--- config.mk ---
export PLATFORM = sky130hd
export DESIGN_NAME = scr_clock_control_regs
export DESIGN_NICKNAME = d
export VERILOG_FILES = /design/src/verilog/scr_pkg.sv /design/src/verilog/scr_reg_if.sv /design/src/verilog/scr_byte_reg.sv /design/src/verilog/scr_clock_control_regs.sv
export SDC_FILE = /design/constraint.sdc
export NUM_CORES = 1
export LEC_CHECK = 0
export BUFFER_PORTS_ARGS = -buffer_cell sky130_fd_sc_hd__buf_2
export CAP_MARGIN = 15
export CORE_MARGIN = 2
export CORE_UTILIZATION = 57
export DETAILED_ROUTE_END_ITERATION = 8
export PLACE_DENSITY = 0.85
export SYNTH_ARGS = -nofsm -noshare
export SYNTH_HDL_FRONTEND = slang
export SYNTH_HIERARCHICAL = 1
export SYNTH_SLANG_ARGS = --single-unit
--- constraint.sdc ---
create_clock -name i_core_clk -period 4.5 [get_ports i_core_clk]
set_clock_uncertainty 0.2 [all_clocks]
set_input_delay 0 -clock i_core_clk [delete_from_list [all_inputs] [get_ports i_core_clk]]
set_output_delay 0 -clock i_core_clk [all_outputs]
set_load 0.005 [all_outputs]
--- src/verilog/scr_pkg.sv ---
// Purpose: constants and types for the sync and clock control register group
// Assumes: byte-wide register port, byte addresses as used by the serial port
// Notes: the 24-bit capture status spans three byte addresses, low byte first
package scr_pkg;

	localparam int SCR_ADDR_W = 15;
	typedef logic [SCR_ADDR_W-1:0] scr_addr_t;
	typedef logic [7:0] scr_byte_t;

	// register byte addresses
	localparam scr_addr_t SCR_OFF_CLOCK_CONTROL_0 = 15'h0029;
	localparam scr_addr_t SCR_OFF_CLOCK_CONTROL_1 = 15'h002a;
	localparam scr_addr_t SCR_OFF_CLOCK_CONTROL_2 = 15'h002b;
	localparam scr_addr_t SCR_OFF_CAPTURE_POS_B0 = 15'h002c;
	localparam scr_addr_t SCR_OFF_CAPTURE_POS_B1 = 15'h002d;
	localparam scr_addr_t SCR_OFF_CAPTURE_POS_B2 = 15'h002e;

	// values after reset
	localparam scr_byte_t SCR_RST_CLOCK_CONTROL_0 = 8'h80;
	localparam scr_byte_t SCR_RST_CLOCK_CONTROL_1 = 8'h00;
	localparam scr_byte_t SCR_RST_CLOCK_CONTROL_2 = 8'h10;
	localparam logic [23:0] SCR_RST_CAPTURE_POS = 24'h000000;
	localparam scr_byte_t SCR_RDATA_UNMAPPED = 8'h00;

	// clock_control_0 fields
	localparam int SCR_BIT_PROCESSOR_EN = 6;
	localparam int SCR_BIT_RECEIVER_EN = 5;
	localparam int SCR_BIT_FINE_STEP = 4;
	localparam int SCR_SEL_LSB = 0;
	localparam int SCR_SEL_W = 4;
	// clock_control_1 fields
	localparam int SCR_BIT_CLOCK_PECL = 2;
	localparam int SCR_BIT_SYNC_PECL = 1;
	localparam int SCR_BIT_POL_INVERT = 0;
	// clock_control_2 fields
	localparam int SCR_BIT_ANALOG_QUIET = 2;
	localparam int SCR_BIT_CLOCK_QUIET = 0;

	localparam int SCR_POS_W = 24;

	typedef struct packed {
		scr_byte_t value;
	} scr_byte_state_t;

	typedef struct packed {
		logic [SCR_POS_W-1:0] pos;
		scr_byte_t rdata;
		logic rd_valid;
	} scr_main_state_t;

endpackage

--- src/verilog/scr_reg_if.sv ---
// Purpose: carries write strobe, write data and held value of one byte register
// Assumes: one instance per register
// Notes: owner holds the flop, user drives the strobe
interface scr_reg_if;
	logic wr_en;
	logic [7:0] wdata;
	logic [7:0] q;
	modport owner (input wr_en, input wdata, output q);
	modport user (output wr_en, output wdata, input q);
endinterface

--- src/verilog/scr_byte_reg.sv ---
// Purpose: one read/write byte register with a fixed value after reset
// Assumes: synchronous reset wins over clock enable
// Notes: every bit, reserved ones included, stores what is written
module scr_byte_reg #(
	parameter logic [7:0] RESET_VALUE = 8'h00
) (
	input wire logic i_core_clk,
	input wire logic i_rst,
	input wire logic i_ce,
	scr_reg_if.owner port
);
	import scr_pkg::*;

	scr_byte_state_t st;
	scr_byte_state_t next_st;

	always_comb begin
		next_st = st;
		if (port.wr_en) begin
			next_st.value = port.wdata;
		end
	end

	always_ff @(posedge i_core_clk) begin
		if (i_rst) begin
			st.value <= RESET_VALUE;
		end else if (i_ce) begin
			st <= next_st;
		end
	end

	assign port.q = st.value;
endmodule

--- src/verilog/scr_clock_control_regs.sv ---
// Purpose: sync input and clock input control registers plus capture status
// Assumes: register port is byte wide and synchronous to i_core_clk
// Notes: reads answer one cycle later on o_rd_valid; writes land at the edge
// How it works
// [RULE1] software writes reserved bits with their defaults (ones in byte 0 top and byte 2 bit 4)
// [RULE2] clock_control_0 bit 6 enables the sync processor; resets to zero
// [RULE3] software enables the receiver no later than the processor
// [RULE4] clock_control_0 bit 5 enables the sync receiver; resets to zero
// [RULE5] clock_control_0 bit 4 selects fine window delay steps
// [RULE6] software turns fine steps on at high clock rates
// [RULE7] clock_control_0 bits 3:0 select the sync delay tap; reset zero
// [RULE8] software picks the delay tap after reading capture status
// [RULE9] clock_control_1 bit 0 inverts sync polarity; resets to zero
// [RULE10] clock_control_1 bit 2 selects PECL mode for sampling clock input
// [RULE11] clock_control_1 bit 1 selects PECL mode for sync input
// [RULE12] clock_control_2 bit 2 enables analog supply noise suppression
// [RULE13] clock_control_2 bit 0 enables clock supply noise suppression
// [RULE14] clock_control_0 reads 0x80 after reset
// [RULE15] clock_control_1 reads 0x00 after reset
// [RULE16] clock_control_2 reads 0x10 after reset, suppression off
// [RULE17] capture position at 0x2c is read-only detector status
// [RULE18] capture position is 24 bits, one indication per delay setting
// [RULE19] writes to capture position are ignored and disturb nothing
module scr_clock_control_regs (
	input wire logic i_core_clk,
	input wire logic i_rst,
	input wire logic i_ce,
	input wire logic i_wr_en,
	input wire logic i_rd_en,
	input wire scr_pkg::scr_addr_t i_addr,
	input wire scr_pkg::scr_byte_t i_wdata,
	input wire logic i_pos_valid,
	input wire logic [23:0] i_pos_status,
	output logic [7:0] o_rdata,
	output logic o_rd_valid,
	output logic o_sync_processor_enable,
	output logic o_sync_receiver_enable,
	output logic o_window_fine_step,
	output logic [3:0] o_sync_delay_select,
	output logic o_sync_polarity_invert,
	output logic o_clock_input_pecl_mode,
	output logic o_sync_input_pecl_mode,
	output logic o_analog_supply_quiet_enable,
	output logic o_clock_supply_quiet_enable
);
	import scr_pkg::*;

	scr_main_state_t st;
	scr_main_state_t next_st;

	scr_reg_if ctl0 ();
	scr_reg_if ctl1 ();
	scr_reg_if ctl2 ();

	logic hit_ctl0;
	logic hit_ctl1;
	logic hit_ctl2;
	logic hit_pos;

	assign hit_ctl0 = (i_addr == SCR_OFF_CLOCK_CONTROL_0);
	assign hit_ctl1 = (i_addr == SCR_OFF_CLOCK_CONTROL_1);
	assign hit_ctl2 = (i_addr == SCR_OFF_CLOCK_CONTROL_2);
	assign hit_pos = (i_addr == SCR_OFF_CAPTURE_POS_B0) || (i_addr == SCR_OFF_CAPTURE_POS_B1) ||
		(i_addr == SCR_OFF_CAPTURE_POS_B2);

	// only the three control bytes take writes; status addresses have no strobe
	assign ctl0.wr_en = i_wr_en && hit_ctl0;
	assign ctl1.wr_en = i_wr_en && hit_ctl1;
	assign ctl2.wr_en = i_wr_en && hit_ctl2;
	assign ctl0.wdata = i_wdata;
	assign ctl1.wdata = i_wdata;
	assign ctl2.wdata = i_wdata;

	scr_byte_reg #(.RESET_VALUE(SCR_RST_CLOCK_CONTROL_0)) u_ctl0 ( // [RULE14]
		.i_core_clk(i_core_clk),
		.i_rst(i_rst),
		.i_ce(i_ce),
		.port(ctl0.owner)
	);

	scr_byte_reg #(.RESET_VALUE(SCR_RST_CLOCK_CONTROL_1)) u_ctl1 ( // [RULE15]
		.i_core_clk(i_core_clk),
		.i_rst(i_rst),
		.i_ce(i_ce),
		.port(ctl1.owner)
	);

	scr_byte_reg #(.RESET_VALUE(SCR_RST_CLOCK_CONTROL_2)) u_ctl2 ( // [RULE16]
		.i_core_clk(i_core_clk),
		.i_rst(i_rst),
		.i_ce(i_ce),
		.port(ctl2.owner)
	);

	// read multiplexer; a read in the same cycle as a write sees the old value
	function automatic scr_byte_t read_mux(input scr_addr_t addr, input scr_byte_t c0,
		input scr_byte_t c1, input scr_byte_t c2, input logic [23:0] pos);
		scr_byte_t r;
		r = SCR_RDATA_UNMAPPED;
		if (addr == SCR_OFF_CLOCK_CONTROL_0) begin
			r = c0;
		end else if (addr == SCR_OFF_CLOCK_CONTROL_1) begin
			r = c1;
		end else if (addr == SCR_OFF_CLOCK_CONTROL_2) begin
			r = c2;
		end else if (addr == SCR_OFF_CAPTURE_POS_B0) begin
			r = pos[7:0];
		end else if (addr == SCR_OFF_CAPTURE_POS_B1) begin
			r = pos[15:8];
		end else if (addr == SCR_OFF_CAPTURE_POS_B2) begin
			r = pos[23:16];
		end
		return r;
	endfunction

	always_comb begin
		next_st = st;
		next_st.rd_valid = i_rd_en;
		if (i_rd_en) begin
			next_st.rdata = read_mux(i_addr, ctl0.q, ctl1.q, ctl2.q, st.pos); // [RULE18]
		end
		// status comes only from the detector, never from the write path
		if (i_pos_valid) begin
			next_st.pos = i_pos_status; // [RULE17] [RULE19]
		end
	end

	always_ff @(posedge i_core_clk) begin
		if (i_rst) begin
			st.pos <= SCR_RST_CAPTURE_POS;
			st.rdata <= SCR_RDATA_UNMAPPED;
			st.rd_valid <= 1'b0;
		end else if (i_ce) begin
			st <= next_st;
		end
	end

	assign o_rdata = st.rdata;
	assign o_rd_valid = st.rd_valid;
	assign o_sync_processor_enable = ctl0.q[SCR_BIT_PROCESSOR_EN]; // [RULE2]
	assign o_sync_receiver_enable = ctl0.q[SCR_BIT_RECEIVER_EN]; // [RULE4]
	assign o_window_fine_step = ctl0.q[SCR_BIT_FINE_STEP]; // [RULE5]
	assign o_sync_delay_select = ctl0.q[SCR_SEL_LSB +: SCR_SEL_W]; // [RULE7]
	assign o_sync_polarity_invert = ctl1.q[SCR_BIT_POL_INVERT]; // [RULE9]
	assign o_clock_input_pecl_mode = ctl1.q[SCR_BIT_CLOCK_PECL]; // [RULE10]
	assign o_sync_input_pecl_mode = ctl1.q[SCR_BIT_SYNC_PECL]; // [RULE11]
	assign o_analog_supply_quiet_enable = ctl2.q[SCR_BIT_ANALOG_QUIET]; // [RULE12]
	assign o_clock_supply_quiet_enable = ctl2.q[SCR_BIT_CLOCK_QUIET]; // [RULE13]
endmodule

==> reports/results.tsv <==
stage	metric	value	unit
timing	setup_viol	0	
setup_path	endpoint_kind	flop	
synthesis	ys_ff_latch	57	
cts	clk_latency	0.34	ns
min_path	hp-class	primary input to flop	
setup_path	rr_startpoint	st[26]$_SDFFE_PP0P_	
global_routing	grt_usage	27.87	%
placed_design	place.gp.congestion	0.8021	
routing	drc	0	
floorplan	die-width	75.58	um
global_routing	grt_pass1_wl	11.67	mm
synthesis	ys_seq_area_share	39.07	%
cts	ctsLongestPathBuffers	2	
min_path	hp-start	i_addr[6]	
routing	drt-initial-drc-count	420	
timing	slew-limit-headroom	29.14	%
synthesis	synth_compound_area_share	30.68	%
final_layout	layout-drive-gt1-share	24.65	%
synthesis	ys.flop_type	dfxtp_1	
synthesis	async_reset_ff_share	0	%
power_and_ir_drop	p_per_area	284.0	mW/mm^2
final_layout	mostFrequentLayoutCells	buf_2 (73), nand2_1 (63), a21oi_1 (57), dfxtp_1 (57), dlygate4sd3_1 (34)	
synthesis	synthCells	353	
setup_path	cp.arrival	2.56	ns
setup_path	worstSetupPathType	primary input to flop	
timing	worstMarginPinSlew	1.063	ns
final_layout	area_growth_syn_to_layout	23.26	%
power_and_ir_drop	vdd_drop_max	0.1593	mV
timing	fin_crit_sh	56.37	%
power_and_ir_drop	power	1.022	mW
timing	slew_violations	0	
cts	cts_buffers	9	
global_routing	grt_max_degree	61	
synthesis	synth-xor-area-share	0	%
routing	via_per_inst	5.724	
setup_path	cp-start-kind	primary input	
synthesis	synthDistinctLibCells	37	
global_routing	overflow	0	
timing	period_minus_slack	2.537	ns
cts	clkSlewWorstSetupHoldPaths	0.06	ns
cts	cts.sink_count	57	
timing	final.setup.tns	0	ns
synthesis	synth_area	0.002920	sq mm
cts	cts_tree	done	
synthesis	synth_top_area_share	39.07	%
floorplan	io_pins	74	
synthesis	syn_nets	406	
run	drv_cap	0	
floorplan	die-area	0.005712	sq mm
status	status	finished clean	
setup_path	required	4.53	ns
synthesis	yosys.area_share.simple	20.57	%
synthesis	synth_top_family_by_area	compound AO/OA/AOI/OAI gates	
synthesis	syn_area_per_cell	8.273	sq um
timing	rsz0062_at_grt	false	
final_layout	nNetsFinal	484	
synthesis	post-synth-top-area-cell	dfxtp_1	
placed_design	place_hpwl	5.006	mm
setup_path	crit_path_max_fanout	16	
timing	finalHoldViolCount	0	
routing	wl_per_cell	15.29	um
setup_path	critPathLaunch	i_addr[2]	
floorplan	row_count	26	
final_layout	antenna_cells	0	
cts	clockRootBuffer	clkbuf_8	
synthesis	ys.warnings.count	6	
final_layout	final_common_cell	buf_2	
synthesis	synth_mux_area_share	0.7284	%
routing	drt-total-wl	7.706	mm
floorplan	core	0.005010	sq mm
global_routing	antenna_found_initial	0	
floorplan	chipHeight	75.58	um
synthesis	synth_edf_count	0	
routing	ant_nets	0	
timing	clock.fmax	394.2	MHz
routing	vias	2885	
floorplan	start_util	58.29	%
synthesis	synthAdderAreaFrac	0	%
synthesis	synthTopCellsByArea	dfxtp_1 (39%), a21oi_1 (9.8%), nand2_1 (8.1%)	
routing	firstDrtPassIters	5	
placed_design	io_buffer_count	73	
power_and_ir_drop	leakage	1.422	nW
cts	htree_levels	3	
global_routing	grt_pass1_vias	2432	
==> worst max-delay path, stage by stage <==
cell,delay (ns)
dlygate4sd3_1,0.53
buf_2,0.21
nor2b_1,0.54
nand2_1,0.13
nor2_1,0.66
a21boi_0,0.19
a311o_1,0.30
==> power breakdown <==
part	leakage, nW	switching, mW	total, mW	internal (mW)
clock	0.0733	0.190	0.383	0.193
sequential	0.462	0.00640	0.522	0.515
combinational	0.887	0.0631	0.118	0.0545
==> state kept, by name (all words and copies together), names as in the netlist <==
name and cells:
o_rd_valid 1, o_rdata 8, st 24, u_ctl0/port.q 8, u_ctl1/port.q 8, u_ctl2/port.q 8
==> repair_timing <==
item                      CTS  global route
hold endpoints to repair   49             0
setup buffers               0             0
gates resized for setup     0             0
hold buffers               34             0
==> routing by layer <==
metal	vias to the layer above	global-route usage, %	wire, um
li1	1397	-	-
met1	1311	37.33	3266
met2	157	43.86	3652
met3	20	4.365	589
met4	0	13.84	197
met5	-	0	0
==> worst paths after layout <==
check / to / slack (ns) / cells after the start
max reg2reg: o_rdata[1]$_SDFFE_PP0P_ / 3.08 / 5
min reg2reg: st[15]$_SDFFE_PP0P_ / 0.25 / 2
max: u_ctl2/port.q[4]$_SDFFE_PP1P_ / 1.96 / 7
min: o_rdata[5]$_SDFFE_PP0P_ / 0.03 / 5
==> cells by family after synthesis <==
| kind of cell | count (synthesis) |
|---|---|
| compound gates | 120 |
| buf+inv | 41 |
| simple gates | 133 |
| mux | 2 |
| flops | 57 |
==> Yosys cell counts, types with 2 or more instances <==
library cell	instances
buf_1	3
nand3_1	22
nor2b_1	3
a21bo_2	14
buf_2	5
nor3_1	4
nor2_1	23
buf_4	10
clkbuf_1	14
dfxtp_1	57
o31ai_2	7
nand2_1	63
buf_6	7
nand2b_1	9
a32o_1	7
a22o_1	14
a21oi_1	57
a221oi_1	7
and2_1	2
a21bo_1	8
==> final cells by class <==
class	instances	area (sq um)
Clock inverter	1	5.005
Multi-Input combinational cell	255	1518
Inverter	1	3.754
Clock buffer	13	138.9
Sequential cell	57	1141
Tap cell	70	87.58
Fill cell	404	1410
Timing Repair Buffer	107	705.7
==> metrics by stage <==
step / hold slack [ns] / std cells / worst slack, ns / util [%] / area [sq um]
after floorplan: -0.06404 / 353 / 2.795 / - / 2920
after detailed placement: 0.04645 / 456 / 2.080 / 62.19 / 3115
final: 0.03073 / 504 / 1.963 / 71.85 / 3600
after global routing: 0.07867 / 504 / 1.615 / 71.85 / 3600
after CTS: 0.01579 / 504 / 1.995 / 71.85 / 3600
after global placement: 0.04551 / 456 / 2.141 / 62.19 / 3115
Power figures use the tool's default switching activity.
